File: src/verilog/pli_pkg.sv
// constants, codes and carrier types for the phy-link interface block
//
// Functional notes
// - 100 rate uses two data lines, 200 four
// - unused data lines driven low by owner
// - phy starts everything except link requests
// - phy codes: idle 11, status 01, receive 10
// - request bits sent first-bit-first, one per clock
// - stream lengths 7, 9 and 17 bits
// - receive code discards fair or priority request
// - iso request held until other type/done
// - immediate request granted at packet end
// - bad crc: link held off 160 ns
// - read request answered by retried status
// - write request stored when stream completes
// - status only from idle, 01 with bits
// - aborted status retried until delivered
// - one idle cycle between status transfers
// - four flag bits, sixteen when needed
// - node address register sent after self-id
// - status layout: flags, address, data
// - request type codes, 110/111 reserved
package pli_pkg;

  // ----------------------------------------------------------------
  // timing
  // ----------------------------------------------------------------
  localparam int CLK_PERIOD_NS = 8;     // pclk period
  localparam int HOLDOFF_NS    = 160;   // link hold-off after packet
  // least time, so round up
  localparam int HOLDOFF_CYC   =
    (HOLDOFF_NS + CLK_PERIOD_NS - 1) / CLK_PERIOD_NS;
  localparam logic [1:0] LINK_GUARD = 2'h3; // sync settle cycles

  // ----------------------------------------------------------------
  // control pair codes
  // ----------------------------------------------------------------
  localparam logic [1:0] CTL_IDLE  = 2'h3; // phy idle / link release
  localparam logic [1:0] CTL_STAT  = 2'h1; // phy status / link hold
  localparam logic [1:0] CTL_RECV  = 2'h2; // phy receive / link send
  localparam logic [1:0] CTL_GRANT = 2'h0; // phy transmit grant

  // ----------------------------------------------------------------
  // request types and stream lengths
  // ----------------------------------------------------------------
  localparam logic [2:0] RQ_IMM  = 3'h0;
  localparam logic [2:0] RQ_ISO  = 3'h1;
  localparam logic [2:0] RQ_PRI  = 3'h2;
  localparam logic [2:0] RQ_FAIR = 3'h3;
  localparam logic [2:0] RQ_READ = 3'h4;
  localparam logic [2:0] RQ_WRIT = 3'h5;
  localparam logic [4:0] LEN_BUS  = 5'h07;
  localparam logic [4:0] LEN_READ = 5'h09;
  localparam logic [4:0] LEN_WRIT = 5'h11;
  localparam logic [4:0] TYPE_CNT = 5'h04; // type bits all in

  // ----------------------------------------------------------------
  // status word fields
  // ----------------------------------------------------------------
  localparam int ST_FLAG_LSB = 0;  // 4 flag bits
  localparam int ST_ADDR_LSB = 4;  // 4 address bits
  localparam int ST_DATA_LSB = 8;  // 8 data bits
  localparam logic [2:0] PAIRS_SHORT = 3'h1; // 4 bits, less one
  localparam logic [2:0] PAIRS_FULL  = 3'h7; // 16 bits, less one

  // ----------------------------------------------------------------
  // apb register map and fields
  // ----------------------------------------------------------------
  localparam logic [7:0] OFS_CTRL = 8'h00; // control
  localparam logic [7:0] OFS_STAT = 8'h04; // state, read only
  localparam logic [7:0] OFS_LAST = 8'h08; // last request
  localparam int CTRL_RATE_BIT = 0;        // link data at 200
  localparam logic [31:0] CTRL_RESET = 32'h00000000;

  // ----------------------------------------------------------------
  // carrier and state types
  // ----------------------------------------------------------------
  typedef struct packed {
    logic [1:0] ctl;   // control pair
    logic [3:0] data;  // data lines, bit 0 is line 0
  } pli_link_type;

  typedef enum logic [6:0] {
    ST_IDLE = 7'h01, ST_STAT = 7'h02, ST_RECV = 7'h04,
    ST_GRNT = 7'h08, ST_GIDL = 7'h10, ST_LINK = 7'h20,
    ST_HOLD = 7'h40
  } pli_state_type;

endpackage

File: src/verilog/pli_phy_link.sv
// phy side of the phy-link interface with apb control registers
`timescale 1ns/100ps
module pli_phy_link
  import pli_pkg::*;
#(
  parameter logic [3:0] PHYID_ADDR = 4'h0  // node address register
) (
  input  wire logic         pclk,
  input  wire logic         presetn,
  input  wire logic [7:0]   paddr,
  input  wire logic         psel,
  input  wire logic         penable,
  input  wire logic         pwrite,
  input  wire logic [31:0]  pwdata,
  output logic [31:0]       prdata,
  output logic              pready,
  output logic              pslverr,
  input  wire logic         link_request_line,
  input  wire pli_link_type link_in,
  output pli_link_type      link_out,
  output logic              link_oe,
  input  wire logic         cable_power_state,
  input  wire logic         arb_reset_gap,
  input  wire logic         subaction_gap,
  input  wire logic         bus_reset,
  input  wire logic         state_timeout,
  input  wire logic         self_id_done,
  input  wire logic         rx_active,
  input  wire logic [3:0]   rx_data,
  input  wire logic         rx_rate_200,
  input  wire logic         arb_won,
  input  wire logic         iso_done,
  output logic              arb_request,
  output logic              tx_active,
  output logic [3:0]        tx_data
);

  // ----------------------------------------------------------------
  // helpers
  // ----------------------------------------------------------------
  // keep only the lines used at the rate, rest low
  function automatic logic [3:0] rate_mask(input logic [3:0] d,
                                           input logic       r200);
    rate_mask = r200 ? d : {2'h0, d[1:0]};
  endfunction

  // stream length from request type
  function automatic logic [4:0] req_len(input logic [2:0] t);
    case (t)
      RQ_READ: req_len = LEN_READ;
      RQ_WRIT: req_len = LEN_WRIT;
      default: req_len = LEN_BUS;
    endcase
  endfunction

  // ----------------------------------------------------------------
  // declarations
  // ----------------------------------------------------------------
  pli_state_type state;            // interface owner state
  pli_link_type  lin_s1;           // pin sync stage one
  pli_link_type  lin_s2;           // pin sync stage two
  logic          link_request_line_s1;          // request line sync one
  logic          link_request_line_s2;          // request line sync two
  logic          cps_s1;           // cable power sync one
  logic          cps_s2;           // cable power sync two
  logic          cps_s3;           // cable power, for edge
  logic          idle_once;        // idle held a full cycle
  logic [7:0]    hold_cnt;         // hold-off countdown
  logic [1:0]    guard;            // ignore stale sync values
  logic          rq_busy;          // stream in progress
  logic [4:0]    rq_cnt;           // bit index in stream
  logic [15:0]   rq_sh;            // shifted stream bits
  logic [2:0]    rq_type;          // latched request type
  logic          rq_lost;          // receive seen mid-stream
  logic          rq_done;          // stop bit sampled
  logic [3:0]    rq_addr;          // register address field
  logic [7:0]    rq_data;          // register data field
  logic [7:0]    rq_count;         // requests seen, wraps
  logic          imm_pend;         // immediate request held
  logic          iso_pend;         // isochronous request held
  logic          pri_pend;         // priority request held
  logic          fair_pend;        // fair request held
  logic [3:0]    flag_pend;        // sticky status flags
  logic [3:0]    flag_set;         // flag events this cycle
  logic          full_pend;        // full status owed
  logic [3:0]    full_addr;        // register to send
  logic [7:0]    regs [16];        // phy register array
  logic [15:0]   stat_word;        // word to start sending
  logic [13:0]   st_sh;            // remaining status bits
  logic [2:0]    st_cnt;           // pairs left after this
  logic          st_full;          // sending sixteen bits
  logic [3:0]    st_sent;          // flags in this transfer
  logic          start_rx;         // idle to receive
  logic          grant_go;         // idle to grant
  logic          stat_go;          // idle to status
  logic          stat_done;        // status fully delivered
  logic          rx_end;           // receive finishing
  logic [31:0]   ctrl;             // control register
  logic [31:0]   rd_mux;           // read data select
  logic          rd_hit;           // address is mapped

  // ----------------------------------------------------------------
  // input synchronisers
  // ----------------------------------------------------------------
  // pins are driven by the link on its own timing
  always_ff @(posedge pclk or negedge presetn) begin
    if (!presetn) begin
      lin_s1  <= '0;
      lin_s2  <= '0;
      link_request_line_s1 <= 1'b0;
      link_request_line_s2 <= 1'b0;
      cps_s1  <= 1'b1;
      cps_s2  <= 1'b1;
      cps_s3  <= 1'b1;
    end else begin
      lin_s1  <= link_in;
      lin_s2  <= lin_s1;
      link_request_line_s1 <= link_request_line;
      link_request_line_s2 <= link_request_line_s1;
      cps_s1  <= cable_power_state;
      cps_s2  <= cps_s1;
      cps_s3  <= cps_s2;
    end
  end

  // ----------------------------------------------------------------
  // decisions taken from idle
  // ----------------------------------------------------------------
  // receive beats a grant, a grant beats status
  assign start_rx  = (state == ST_IDLE) && rx_active;
  assign grant_go  = (state == ST_IDLE) && !rx_active && arb_won &&
                     arb_request;
  // status needs a prior idle cycle on the pins
  assign stat_go   = (state == ST_IDLE) && !rx_active && !grant_go &&
                     idle_once && (full_pend || (|flag_pend));
  assign stat_done = (state == ST_STAT) && !rx_active &&
                     (st_cnt == 3'h0);
  assign rx_end    = (state == ST_RECV) && !rx_active;
  assign stat_word = {full_pend ? regs[full_addr] : 8'h00,
                      full_pend ? full_addr : 4'h0, flag_pend};
  assign flag_set  = {state_timeout || (cps_s3 && !cps_s2),
                      bus_reset, subaction_gap, arb_reset_gap};

  // ----------------------------------------------------------------
  // interface state machine and pin drive
  // ----------------------------------------------------------------
  always_ff @(posedge pclk or negedge presetn) begin
    if (!presetn) begin
      state    <= ST_IDLE;
      link_out <= '{ctl: CTL_IDLE, data: 4'h0};
      link_oe  <= 1'b1;
    end else begin
      case (state)
        ST_IDLE: begin
          link_oe <= 1'b1;
          if (start_rx) begin
            state    <= ST_RECV;
            link_out <= '{ctl: CTL_RECV,
                           data: rate_mask(rx_data, rx_rate_200)};
          end else if (grant_go) begin
            state    <= ST_GRNT;
            link_out <= '{ctl: CTL_GRANT, data: 4'h0};
          end else if (stat_go) begin
            state    <= ST_STAT;
            link_out <= '{ctl: CTL_STAT,
                           data: {2'h0, stat_word[1:0]}};
          end else begin
            link_out <= '{ctl: CTL_IDLE, data: 4'h0};
          end
        end
        ST_STAT: begin
          if (rx_active) begin
            // abort; pending status stays and is retried
            state    <= ST_RECV;
            link_out <= '{ctl: CTL_RECV,
                           data: rate_mask(rx_data, rx_rate_200)};
          end else if (st_cnt != 3'h0) begin
            link_out <= '{ctl: CTL_STAT,
                           data: {2'h0, st_sh[1:0]}};
          end else begin
            state    <= ST_IDLE;
            link_out <= '{ctl: CTL_IDLE, data: 4'h0};
          end
        end
        ST_RECV: begin
          if (rx_active) begin
            link_out <= '{ctl: CTL_RECV,
                           data: rate_mask(rx_data, rx_rate_200)};
          end else if (imm_pend) begin
            // no arbitration for an acknowledgment
            state    <= ST_GRNT;
            link_out <= '{ctl: CTL_GRANT, data: 4'h0};
          end else begin
            state    <= ST_IDLE;
            link_out <= '{ctl: CTL_IDLE, data: 4'h0};
          end
        end
        ST_GRNT: begin
          state    <= ST_GIDL;          // grant, then one idle
          link_out <= '{ctl: CTL_IDLE, data: 4'h0};
        end
        ST_GIDL: begin
          state   <= ST_LINK;
          link_oe <= 1'b0;
        end
        ST_LINK: begin
          // sync stages still hold our own idle for a while
          if (guard == 2'h0 && lin_s2.ctl == CTL_IDLE) begin
            if (hold_cnt != 8'h00) begin
              state <= ST_HOLD;
            end else begin
              state   <= ST_IDLE;
              link_oe <= 1'b1;
            end
          end
        end
        ST_HOLD: begin
          if (hold_cnt == 8'h00) begin
            state   <= ST_IDLE;
            link_oe <= 1'b1;
          end
        end
        default: begin
          state    <= ST_IDLE;
          link_out <= '{ctl: CTL_IDLE, data: 4'h0};
          link_oe  <= 1'b1;
        end
      endcase
    end
  end

  // ----------------------------------------------------------------
  // idle history, guard and hold-off timers
  // ----------------------------------------------------------------
  always_ff @(posedge pclk or negedge presetn) begin
    if (!presetn) begin
      idle_once <= 1'b0;
      guard     <= LINK_GUARD;
      hold_cnt  <= 8'h00;
    end else begin
      idle_once <= (state == ST_IDLE);
      guard     <= (state == ST_LINK && guard != 2'h0) ?
                   guard - 2'h1 : (state == ST_LINK ? 2'h0 : LINK_GUARD);
      if (rx_end && imm_pend) begin
        hold_cnt <= 8'(HOLDOFF_CYC);
      end else if (hold_cnt != 8'h00) begin
        hold_cnt <= hold_cnt - 8'h01;
      end
    end
  end

  // ----------------------------------------------------------------
  // status shifter
  // ----------------------------------------------------------------
  // two bits per cycle, flags first
  always_ff @(posedge pclk or negedge presetn) begin
    if (!presetn) begin
      st_sh   <= 14'h0000;
      st_cnt  <= 3'h0;
      st_full <= 1'b0;
      st_sent <= 4'h0;
    end else if (stat_go) begin
      st_sh   <= stat_word[15:2];
      st_cnt  <= full_pend ? PAIRS_FULL : PAIRS_SHORT;
      st_full <= full_pend;
      st_sent <= flag_pend;
    end else if (state == ST_STAT && st_cnt != 3'h0) begin
      st_sh   <= {2'h0, st_sh[13:2]};
      st_cnt  <= st_cnt - 3'h1;
    end
  end

  // ----------------------------------------------------------------
  // pending status flags and full status
  // ----------------------------------------------------------------
  // a new event beats the clear of a delivered flag
  always_ff @(posedge pclk or negedge presetn) begin
    if (!presetn) begin
      flag_pend <= 4'h0;
      full_pend <= 1'b0;
      full_addr <= 4'h0;
    end else begin
      flag_pend <= (stat_done ? flag_pend & ~st_sent : flag_pend) |
                   flag_set;
      if (stat_done && st_full) begin
        full_pend <= 1'b0;
      end
      if (self_id_done) begin
        full_pend <= 1'b1;
        full_addr <= PHYID_ADDR;
      end else if (rq_done && rq_type == RQ_READ) begin
        full_pend <= 1'b1;
        full_addr <= rq_addr;
      end
    end
  end

  // ----------------------------------------------------------------
  // request stream receiver
  // ----------------------------------------------------------------
  // stop bit index is length less one
  assign rq_done = rq_busy && rq_cnt >= TYPE_CNT &&
                   rq_cnt == req_len(rq_type) - 5'h01;
  assign rq_addr = (rq_type == RQ_WRIT) ? rq_sh[11:8] : rq_sh[3:0];
  assign rq_data = rq_sh[7:0];

  always_ff @(posedge pclk or negedge presetn) begin
    if (!presetn) begin
      rq_busy  <= 1'b0;
      rq_cnt   <= 5'h00;
      rq_sh    <= 16'h0000;
      rq_type  <= RQ_IMM;
      rq_lost  <= 1'b0;
      rq_count <= 8'h00;
    end else if (!rq_busy) begin
      if (link_request_line_s2) begin
        rq_busy <= 1'b1;
        rq_cnt  <= 5'h01;
        rq_sh   <= 16'h0000;
        rq_lost <= (state == ST_RECV);
      end
    end else begin
      if (rq_done) begin
        rq_busy  <= 1'b0;               // stop bit taken
        rq_count <= rq_count + 8'h01;
      end else begin
        rq_sh  <= {rq_sh[14:0], link_request_line_s2};
        rq_cnt <= rq_cnt + 5'h01;
      end
      if (rq_cnt == TYPE_CNT) begin
        rq_type <= rq_sh[2:0];
      end
      if (state == ST_RECV) begin
        rq_lost <= 1'b1;
      end
    end
  end

  // ----------------------------------------------------------------
  // held bus requests
  // ----------------------------------------------------------------
  always_ff @(posedge pclk or negedge presetn) begin
    if (!presetn) begin
      imm_pend  <= 1'b0;
      iso_pend  <= 1'b0;
      pri_pend  <= 1'b0;
      fair_pend <= 1'b0;
    end else begin
      // consumed by the grant at packet end
      if (rx_end) begin
        imm_pend <= 1'b0;
      end
      if (rq_done && rq_type == RQ_IMM) begin
        imm_pend <= 1'b1;
      end
      if (iso_done || (rq_done && rq_type != RQ_ISO)) begin
        iso_pend <= 1'b0;
      end else if (rq_done) begin
        iso_pend <= 1'b1;
      end
      // receive code discards fair and priority requests
      if (state == ST_RECV || grant_go) begin
        pri_pend  <= 1'b0;
        fair_pend <= 1'b0;
      end else if (rq_done && !rq_lost) begin
        pri_pend  <= pri_pend || rq_type == RQ_PRI;
        fair_pend <= fair_pend || rq_type == RQ_FAIR;
      end
      // reserved codes only clear a held iso request
    end
  end

  // registered, so the arbiter sees it a cycle late
  always_ff @(posedge pclk or negedge presetn) begin
    if (!presetn) begin
      arb_request <= 1'b0;
    end else begin
      arb_request <= (iso_pend || pri_pend || fair_pend) && !grant_go;
    end
  end

  // ----------------------------------------------------------------
  // phy register array
  // ----------------------------------------------------------------
  // no reset on the array; contents are undefined until written
  always_ff @(posedge pclk) begin
    if (rq_done && rq_type == RQ_WRIT) begin
      regs[rq_addr] <= rq_data;
    end
  end

  // ----------------------------------------------------------------
  // outgoing link data toward the cable side
  // ----------------------------------------------------------------
  always_ff @(posedge pclk or negedge presetn) begin
    if (!presetn) begin
      tx_active <= 1'b0;
      tx_data   <= 4'h0;
    end else begin
      tx_active <= (state == ST_LINK) && (guard == 2'h0) &&
                   (lin_s2.ctl == CTL_RECV);
      tx_data   <= rate_mask(lin_s2.data, ctrl[CTRL_RATE_BIT]);
    end
  end

  // ----------------------------------------------------------------
  // apb slave
  // ----------------------------------------------------------------
  always_comb begin
    rd_hit = 1'b1;
    rd_mux = 32'h00000000;
    case (paddr)
      OFS_CTRL: rd_mux = ctrl;
      OFS_STAT: rd_mux = {15'h0000, full_pend, flag_pend,
                          imm_pend, iso_pend, pri_pend, fair_pend,
                          rq_busy, state};
      OFS_LAST: rd_mux = {8'h00, rq_count, rq_sh[7:0],
                          rq_addr, 1'b0, rq_type};
      default:  rd_hit = 1'b0;
    endcase
  end

  // zero wait: ready rises in the access phase
  always_ff @(posedge pclk or negedge presetn) begin
    if (!presetn) begin
      pready  <= 1'b0;
      pslverr <= 1'b0;
      prdata  <= 32'h00000000;
    end else begin
      pready  <= psel && !penable;
      pslverr <= psel && !penable && !rd_hit;
      prdata  <= (psel && !penable && !pwrite) ? rd_mux : 32'h00000000;
    end
  end

  // writes land at the completing edge only
  always_ff @(posedge pclk or negedge presetn) begin
    if (!presetn) begin
      ctrl <= CTRL_RESET;
    end else if (psel && penable && pready && pwrite &&
                 paddr == OFS_CTRL) begin
      ctrl <= {31'h00000000, pwdata[CTRL_RATE_BIT]};
    end
  end

endmodule

File: config.mk
export PLATFORM = sky130hd
export DESIGN_NAME = pli_phy_link
export DESIGN_NICKNAME = d
export VERILOG_FILES = /design/src/verilog/pli_pkg.sv /design/src/verilog/pli_phy_link.sv
export SDC_FILE = /design/constraint.sdc
export NUM_CORES = 1
export LEC_CHECK = 0
export BUFFER_PORTS_ARGS = -buffer_cell sky130_fd_sc_hd__buf_2
export CORE_UTILIZATION = 45
export CTS_CLUSTER_SIZE = 24
export DETAILED_ROUTE_END_ITERATION = 16
export PLACE_DENSITY = 0.76
export SYNTH_ARGS = -nofsm -noshare
export SYNTH_HDL_FRONTEND = slang
export SYNTH_SLANG_ARGS = --single-unit
File: constraint.sdc
create_clock -name pclk -period 6.6 [get_ports pclk]
set_input_delay 0.66 -clock pclk [delete_from_list [all_inputs] [get_ports pclk]]
set_output_delay 0.66 -clock pclk [all_outputs]
set_load 0.02 [all_outputs]
==> flow_summary.ini, run 1 <==
[routing]
num_vias = 6824
drt_pass1_iterations = 5
route.met3.wl_mm = 1.54
dr_wl_met2_mm = 11.3
drc_errors = 0
met1_length_mm = 9.83
wl_per_cell_um = 19.0
drtAntennaViolNets = 0
drt-vias-per-instance = 5.61
highest_layer = met5
routed_wl_mm = 23.2
initialDrtViolationCount = 697

[timing]
fmax_mhz = 349
drv_slew = 0
final.period_utilization_pct = 43.4
slew_headroom_pct = 27.8
hold_viol_final = 0
finalSetupViolCount = 0
worst_slew_pin_slew_ns = 1.08
period_needed_ns = 2.87
clock_skew_ns = 0.0101
worst_slack_ns = 3.73
fin_setup_tns_ns = 0
rsz0062_at_grt = no

[critical_path]
crit_end = regs[8][4]
cpPeakStageDelay_ns = 0.69
critPathKind = flip-flop to flip-flop
rr_worst_depth = 5
crit_cells = 5
critPathBufInv = 0
cp_cell_sequence = nor3b_2, xnor2_2, and4_1, or3b_1, nor2_1
crit_path_start = rq_type[2]
arrival_ns = 3.01
path_max_fanout = 9
critPathRequiredTime_ns = 6.75
regToRegEndpoint = regs[8][4]
crit_family = simple AND/OR/NAND/NOR gates
r2r_start = rq_type[2]
cpMaxStageDelayCell = nor2_1
cp-start-kind = flip-flop
endpoint_kind = flip-flop
r2r_slack_ns = 3.73

[outcome]
status = finished, final reports clean

[floorplan]
dieArea_sq_um = 25400
fp.dieW_um = 159
core_sq_um = 24300
floorplan.initialDensity_pct = 45.8
io_pins = 113
row_count = 57
die_y_um = 159

[logic_synthesis]
synth_most_common_cell = dfrtp_1
synthDistinctLibCells = 72
synthesis.area_sq_um = 11100
post-synth-top-area-cell = edfxtp_1
synth.avg_cell_area_sq_um = 13.8
synth_edf_count = 128
async_flop_share_pct = 52.2
ys_seq_area_share_pct = 66.0
yosysTopAreaCellShare_pct = 34.5
synth_cells = 808
synth_common_cells = dfrtp_1 (131), edfxtp_1 (128), nor2_1 (88), nand2_1 (71), mux4_2 (32)
synth_area_leaders = edfxtp_1 (34%), dfrtp_1 (29%), mux4_2 (6.5%)
yosys_warnings = 0
ys.flop_type = dfrtp_1
ys_seq_elements = 268

[grt]
grt_max_degree = 76
antenna_found_initial = 2
grt_pass1_wl_mm = 36.7
grt.total_usage_pct = 18.5
grt_pass1_vias = 6616
overflow = 0

[cells_and_area]
final_util_pct = 51.8
regArea_sq_um = 7360
nFillCells = 1954
final_nets = 946
areaGrowthSynthToFinish_pct = 13.2
final_layout_size_suffix_gt1_share_pct = 21.1
multi_input_area_sq_um = 3490

[cts]
numCtsBuffers = 26
root_buffer = clkbuf_16
cts-htree-levels = 1
cts.sinks = 268
ctsLongestPathBuffers = 3
ctsHoldBuffers = 0
cts_resized = 0
cts_tree = done
cts_setup_buffers = 0
worstSkewPairLatency_ns = 0.53
path_clk_slew_ns = 0.06

[pwr]
leakage_nw = 4.98
power_density_nw_per_um2 = 374
peakVddDrop_mv = 0.222

[run]
maxCapViolations = 0

[hold_path]
hold_class = input port to asynchronous set/reset pin

[placed_design]
dp_hpwl_mm = 14.9
portBuffers = 73
post-place-ws_ns = 3.76
place.gp.congestion = 0.838
-- sequential cells by signal, indices dropped and copies added (netlist names), 2 cells and up --
name	count
regs	128
prdata	24
st_sh	14
rq_sh	12
hold_cnt	8
rq_count	8
state	7
lin_s1	6
lin_s2	6
link_out	6
rq_cnt	5
flag_pend	4
full_addr	4
st_sent	4
tx_data	4
rq_type	3
st_cnt	3
guard	2
-- routing by layer --
| layer | vias up | global-route usage, % |
|---|---|---|
| li1 | 3081 | - |
| met5 | - | 0 |
| met1 | 3476 | 26.2 |
| met4 | 2 | 4.90 |
| met3 | 41 | 2.87 |
| met2 | 224 | 29.9 |
-- metrics by stage --
stage / cells / cell area [sq um] / power [W] / hold slack (ns)
final: 1217 / 12600 / 0.00472 / 0.119
after global routing: 1217 / 12600 / 0.00494 / 0.167
after CTS: 1216 / 12600 / 0.00474 / 0.133
after detailed placement: 1169 / 11700 / 0.00326 / 0.335
after global placement: 1169 / 11700 / 0.00320 / 0.331
after floorplan: 815 / 11200 / 0.00298 / 0.331
-- kinds of logic after synthesis --
| kind of cell | Yosys count | share of synthesized area, % |
|---|---|---|
| compound gates | 119 | 7.47 |
| xor+xnor | 17 | 1.40 |
| fa+ha+maj | 8 | 0.876 |
| buf+inv | 70 | 2.87 |
| flops | 268 | 66.0 |
| mux | 67 | 9.80 |
| other cells | 1 | 0.0337 |
| simple gates | 258 | 11.5 |
-- power breakdown --
| part | switching (W) | internal (W) |
|---|---|---|
| Sequential | 0.000347 | 0.00207 |
| Clock | 0.000598 | 0.000881 |
| Combinational | 0.000471 | 0.000352 |
-- final cells by class --
| class | instances | area share (%) |
|---|---|---|
| sequential | 268 | 58.4 |
| multi-input combinational | 477 | 27.7 |
| clock buffer | 38 | 6.09 |
| tap | 324 | 3.21 |
| timing repair buffer | 77 | 3.19 |
| clock inverter | 9 | 0.724 |
| inverter | 23 | 0.685 |
| antenna | 1 | 0.0198 |
-- placed cells by master, fill, tap and decap left out, types with 10 or more instances in the layout --
cell type / Yosys / routed
dfrtp_1: 131 / 130
clkbuf_16: 0 / 28
nand2_1: 71 / 71
mux4_2: 32 / 32
nand3_1: 13 / 13
and3_1: 15 / 15
buf_2: 15 / 72
a21oi_1: 18 / 18
inv_1: 23 / 23
nor3_1: 11 / 10
nor2_1: 88 / 88
a22oi_1: 18 / 18
mux2_2: 14 / 14
o21ai_0: 25 / 25
mux2i_1: 20 / 20
edfxtp_1: 128 / 128
-- how the worst min path moves through the flow --
stage	startpoint	endpoint	slack, ns	depth (start not counted)
after floorplan	lin_s1[0]	lin_s2[0]	0.33	0
after global placement	link_request_line_s1	link_request_line_s2	0.33	0
after detailed placement	lin_s2[1]	tx_data[1]	0.33	0
after CTS	presetn	lin_s1[1]	0.13	1
after global routing	presetn	lin_s2[1]	0.17	1
final	presetn	lin_s2[1]	0.12	1
-- worst register-to-register path: stages (launching register included) --
cell and delay, ns:
dfrtp_1 0.57, nor3b_2 0.33, xnor2_2 0.17, and4_1 0.31
or3b_1 0.43, nor2_1 0.69
No activity file was read; power rests on OpenSTA's default activity.
==> run 2, diff against run 1 <==
--- a/config.mk
+++ b/config.mk
@@ -5,11 +5,12 @@
 export SDC_FILE = /design/constraint.sdc
 export NUM_CORES = 1
 export LEC_CHECK = 0
+export ABC_AREA = 1
 export BUFFER_PORTS_ARGS = -buffer_cell sky130_fd_sc_hd__buf_2
 export CORE_UTILIZATION = 45
 export CTS_CLUSTER_SIZE = 24
 export DETAILED_ROUTE_END_ITERATION = 16
-export PLACE_DENSITY = 0.76
+export PLACE_DENSITY = 0.75
 export SYNTH_ARGS = -nofsm -noshare
 export SYNTH_HDL_FRONTEND = slang
 export SYNTH_SLANG_ARGS = --single-unit
==> constraint.sdc (replaced) <==
create_clock -name pclk -period 2.8 [get_ports pclk]
set_input_delay 0.28 -clock pclk [delete_from_list [all_inputs] [get_ports pclk]]
set_output_delay 0.28 -clock pclk [all_outputs]
set_load 0.02 [all_outputs]
==> run 2 against run 1 <==
First-iteration DRC count shrank 3.0%. Sequential share of layout area shrank 5.2 points. Cell area rose by 9.7%. Die area is 7.2% higher. Clock skew rose by 0.014 ns. Combinational power increased to 3.1 times the previous value. Critical path depth did not move. Power up 140%. Global-route usage is 1.7 points higher. Worst hold slack worse by 0.096 ns. Sequential power increased by 120%. Highest routed layer is now met4.
==> flow_summary.ini, run 2 <==
[run]
maxCapViolations = 0

[cells_and_area]
final_layout_size_suffix_gt1_share_pct = 13.0
mostFrequentLayoutCells = nand2_1 (329), inv_1 (212), nand3_1 (165)
largest_reg_flops = 128
areaGrowthSynthToFinish_pct = 15.7
final_area_sq_um = 13800
largest_register = regs
final_util_pct = 53.1
final_nets = 1474
num_antenna_cells = 0
layout_commonest_cell = nand2_1
top_regs = regs (128), prdata (24), st_sh (14)

[logic_synthesis]
yosysTopAreaCellShare_pct = 32.1
post-synth-top-area-cell = edfxtp_1
synth.avg_cell_area_sq_um = 9.25
ys_seq_area_share_pct = 61.5
synthDistinctLibCells = 40
synth_edf_count = 128
ys_seq_elements = 268
async_flop_share_pct = 52.2
yosys_warnings = 0
ys.flop_type = dfrtp_1
synth_common_cells = nand2_1 (329), inv_1 (212), nand3_1 (165), dfrtp_1 (131), edfxtp_1 (128)
synth_area_leaders = edfxtp_1 (32%), dfrtp_1 (27%), nand2_1 (10%)
synthesis.area_sq_um = 12000
synth_most_common_cell = nand2_1
synth_cells = 1292

[outcome]
status = finished, final reports clean

[cts]
ctsHoldBuffers = 17
numCtsBuffers = 27
path_clk_slew_ns = 0.06
cts-htree-levels = 1
root_buffer = clkbuf_16
worstSkewPairLatency_ns = 0.55
ctsLongestPathBuffers = 3
cts.sinks = 268
cts_tree = done
cts_setup_buffers = 0
cts_resized = 0

[critical_path]
rr_worst_depth = 5
r2r_start = rq_type[1]
cp-start-kind = flip-flop
critPathKind = flip-flop to flip-flop
crit_end = regs[0][0]
arrival_ns = 2.44
regToRegEndpoint = regs[0][0]
endpoint_kind = flip-flop
r2r_slack_ns = 0.52
critPathRequiredTime_ns = 2.96
path_max_fanout = 10
crit_path_start = rq_type[1]

[floorplan]
fp.dieW_um = 165
dieArea_sq_um = 27200
row_count = 59
die_y_um = 165
io_pins = 113
floorplan.initialDensity_pct = 45.9
core_sq_um = 26100

[placed_design]
place.gp.congestion = 0.911
portBuffers = 73
dp_hpwl_mm = 17.3
placed_cell_area_sq_um = 12800

[routing]
drtAntennaViolNets = 0
num_vias = 8988
wl_per_cell_um = 15.1
drt-vias-per-instance = 5.12
drc_errors = 0
initialDrtViolationCount = 676
drt_pass1_iterations = 5
routed_wl_mm = 26.6

[grt]
grt_pass1_wl_mm = 43.2
grt.total_usage_pct = 20.2
grt_max_degree = 69
grt_pass1_vias = 8627
antenna_found_initial = 0
overflow = 0

[timing]
period_needed_ns = 2.28
fin_setup_tns_ns = 0
rsz0062_at_grt = no
final.period_utilization_pct = 81.3
worst_slew_pin_slew_ns = 0.779
clock_skew_ns = 0.0237
slew_headroom_pct = 48.0
drv_slew = 0
fmax_mhz = 439
finalSetupViolCount = 0
hold_viol_final = 0

[hold_path]
hold_class = input port to flip-flop

[pwr]
peakVddDrop_mv = 0.730
leakage_nw = 6.78
power_density_nw_per_um2 = 829
-- run 2: worst min path at each step --
stage | end | slack (ns) | cells after the start | startpoint
final | pready | 0.02 | 3 | psel
after global routing | pready | 0.03 | 3 | psel
after global placement | st_sh[11] | 0.31 | 1 | presetn
after detailed placement | st_sh[9] | 0.32 | 1 | presetn
after floorplan | arb_request | -0.02 | 0 | presetn
after CTS | pready | 0.02 | 3 | psel
-- run 2: per-layer routing --
layer,vias up,part of all wire [%],wire [um],GRT usage [%]
met1,4293,44,11600,27.8
met2,313,47,12500,33.1
li1,4329,-,-,-
met3,53,6.7,1790,2.74
met4,0,2.7,731,6.34
met5,-,0,0,0
-- run 2: cell families after synthesis --
kind of cell | share of synthesized area (%)
compound gates | 4.47
xor+xnor | 1.25
fa+ha+maj | 0.732
buf+inv | 9.08
flops | 61.5
other cells | 0.0314
simple gates | 22.9
-- run 2: power by group --
group / switching, W / internal [W] / leakage (nW)
registers: 0.000447 / 0.00484 / 2.92
clock network: 0.00151 / 0.00212 / 0.448
logic: 0.00174 / 0.000814 / 3.40
-- run 2: metrics by stage --
| step | cells | hold WS (ns) | total power (W) | setup slack, ns |
|---|---|---|---|---|
| finish | 1757 | 0.0232 | 0.0115 | 0.522 |
| global route | 1757 | 0.0345 | 0.0121 | 0.299 |
| CTS | 1757 | 0.0157 | 0.0115 | 0.540 |
| detailed placement | 1690 | 0.325 | 0.00786 | 0.550 |
| global placement | 1690 | 0.314 | 0.00775 | 0.600 |
| floorplan | 1299 | -0.0156 | 0.00708 | 0.882 |
-- run 2: area by class of cell --
| class | count | area (sq um) |
|---|---|---|
| multi-input combinational | 764 | 3540 |
| timing repair buffer | 120 | 792 |
| fill | 2278 | 12200 |
| tap | 335 | 419 |
| sequential | 268 | 7360 |
| clock buffer | 30 | 717 |
| clock inverter | 20 | 181 |
| inverter | 220 | 826 |
-- run 2: critical path, cell delays in order (launching register included) --
cell and delay [ns]:
dfrtp_1 0.43, inv_1 0.14, nand3_2 0.18, o21ai_0 0.34
nand4_1 0.26, nor2_1 0.55
==> run 3, diff against run 2 <==
==> constraint.sdc (replaced) <==
create_clock -name pclk -period 2.2 [get_ports pclk]
set_input_delay 0.22 -clock pclk [delete_from_list [all_inputs] [get_ports pclk]]
set_output_delay 0.22 -clock pclk [all_outputs]
set_load 0.02 [all_outputs]
==> run 3 against run 2 <==
Worst hold slack improved by 0.031 ns. Final cell count increased by 1.4%. Power increased by 32%. Sequential power increased by 27%. Critical path depth increased by 4. Flip-flop and latch count unchanged. Combinational power increased by 33%. First-iteration DRC count increased by 27%. Clock power increased by 38%. Wire length increased by 3.5%. Via count increased by 2.0%. Count of clock-buffer cells in the layout increased by 8.
==> flow_summary.ini, run 3 (synthesis gave the netlist of run 2 again) <==
[cells_and_area]
final_area_sq_um = 14100
mostFrequentLayoutCells = nand2_1 (329), inv_1 (212), nand3_1 (165)
nFillCells = 2194
final_layout_size_suffix_gt1_share_pct = 13.8
largest_reg_flops = 128
final_util_pct = 54.1
num_antenna_cells = 0
areaGrowthSynthToFinish_pct = 17.9
top_regs = regs (128), prdata (24), st_sh (14)
final_nets = 1496
layout_commonest_cell = nand2_1
largest_register = regs

[critical_path]
cp_cell_sequence = nor2_2, nand2_1, xor2_1, nor2_2, buf_4, nand2_2, inv_1, nand3_1, o21ai_0
crit_family = simple AND/OR/NAND/NOR gates
critPathRequiredTime_ns = 2.66
r2r_slack_ns = 0.12
cp-start-kind = flip-flop
critPathKind = flip-flop to flip-flop
cpMaxStageDelayCell = dfrtp_1
timing.critical_path.mode_cell = nor2_2
cpPeakStageDelay_ns = 0.46
path_max_fanout = 12
arrival_ns = 2.53
endpoint_kind = flip-flop
critPathBufInv = 2

[cts]
worstSkewPairLatency_ns = 0.55
cts_tree = done
path_clk_slew_ns = 0.06
cts-htree-levels = 1
cts.sinks = 268
numCtsBuffers = 29
ctsLongestPathBuffers = 3
root_buffer = clkbuf_16

[timing]
rsz0062_at_grt = no
hold_ws_ns = 0.0545
fmax_mhz = 482
finalSetupViolCount = 0
period_needed_ns = 2.08
final.period_utilization_pct = 94.4
drv_slew = 0
hold_viol_final = 0
clock_skew_ns = 0.0140
slew_headroom_pct = 51.3
fin_setup_tns_ns = 0
worst_slew_pin_slew_ns = 0.730

[pwr]
power_density_nw_per_um2 = 1070
p_sw_share_pct = 31.9
total_power_w = 0.0151
combPwrFrac_pct = 22.5
p_seq_share_pct = 44.4
peakVddDrop_mv = 0.897
leakage_nw = 6.90
clkPwrFrac_pct = 33.1
p_int_w = 0.0103
switchingPower_w = 0.00481

[routing]
drc_errors = 0
highest_layer = met4
drt-vias-per-instance = 5.15
routed_wl_mm = 27.5
wl_per_cell_um = 15.5
met1_length_mm = 11.8
drt_pass1_iterations = 5
dr_wl_met2_mm = 13.0
route.met3.wl_mm = 1.68
drtAntennaViolNets = 0
num_vias = 9169
initialDrtViolationCount = 858

[floorplan]
row_count = 59
die_y_um = 165
floorplan.initialDensity_pct = 45.9
fp.dieW_um = 165
io_pins = 113
core_sq_um = 26100
dieArea_sq_um = 27200

[grt]
grt_pass1_wl_mm = 43.4
overflow = 0
antenna_found_initial = 0
grt.total_usage_pct = 20.5
grt_pass1_vias = 8716
grt_max_degree = 69

[placed_design]
dp_hpwl_mm = 17.9
place.gp.congestion = 0.918
placed_cell_area_sq_um = 12800
portBuffers = 73

[hold_path]
hold_class = input port to flip-flop

[outcome]
status = finished, final reports clean

[run]
maxCapViolations = 0
## run 3: changes by cell type in the layout (fill, tap and decap cells not counted), moves of 2 or more
| cell | before | now |
|---|---|---|
| dlygate4sd3_1 | 17 | 23 |
| clkbuf_1 | 0 | 5 |
| clkinv_2 | 11 | 5 |
| clkbuf_16 | 27 | 29 |
| buf_4 | 28 | 42 |
## run 3: what timing repair did
action	CTS	global route
hold buffers	23	0
resized for setup	0	2
hold endpoints to repair	152	0
endpoints found under the setup margin	0	86
setup buffers	0	3
## run 3: final timing paths
path,cells past startpoint,from,end
hold / removal,2,rx_active,state[2]
setup reg to reg,9,rq_type[0],imm_pend
hold reg to reg,0,lin_s1[2],lin_s2[2]
setup / recovery,9,rq_type[0],imm_pend
max in group asynchronous,3,presetn,guard[1]
min in group asynchronous,2,presetn,st_sh[3]
## run 3: metrics by stage
stage / std cells / worst slack (ns)
2_1_floorplan: 1299 / 0.282
3_3_place_gp: 1701 / 0.219
3_5_place_dp: 1701 / 0.131
4_1_cts: 1778 / 0.134
5_1_grt: 1781 / 0.0157
6_report: 1781 / 0.124
## run 3: layout make-up
type                    instances  area (sq um)  share of cell area [%]
flip-flops and latches        268          7360                    52.2
multi-input cells             764          3550                    25.2
repair buffers                140           957                    6.79
inverters                     220           826                    5.86
clock buffers                  38           800                    5.67
well taps                     335           419                    2.97
clock inverters                16           193                    1.37
## run 3: power groups by stage
stage / registers (W) / clock network, W / logic [W]
finish: 0.00670 / 0.00500 / 0.00340
global route: 0.00677 / 0.00524 / 0.00381
CTS: 0.00668 / 0.00506 / 0.00339
detailed placement: 0.00677 / 0 / 0.00333
global placement: 0.00674 / 0 / 0.00320
floorplan: 0.00677 / 0 / 0.00224
## run 3: layer usage
metal,up-vias,global-route usage (%)
li1,4377,-
met1,4368,26.7
met2,351,34.1
met3,73,3.39
met4,0,8.05
met5,-,0
## run 3: worst register-to-register path, delay by kind of cell, from the launching register on
family	cells	cell delay [ns]
buffers and inverters	2	0.47
AND/OR/NAND/NOR	5	0.78
XOR/XNOR	1	0.16
flip-flops	1	0.46
AO/OA/AOI/OAI	1	0.12
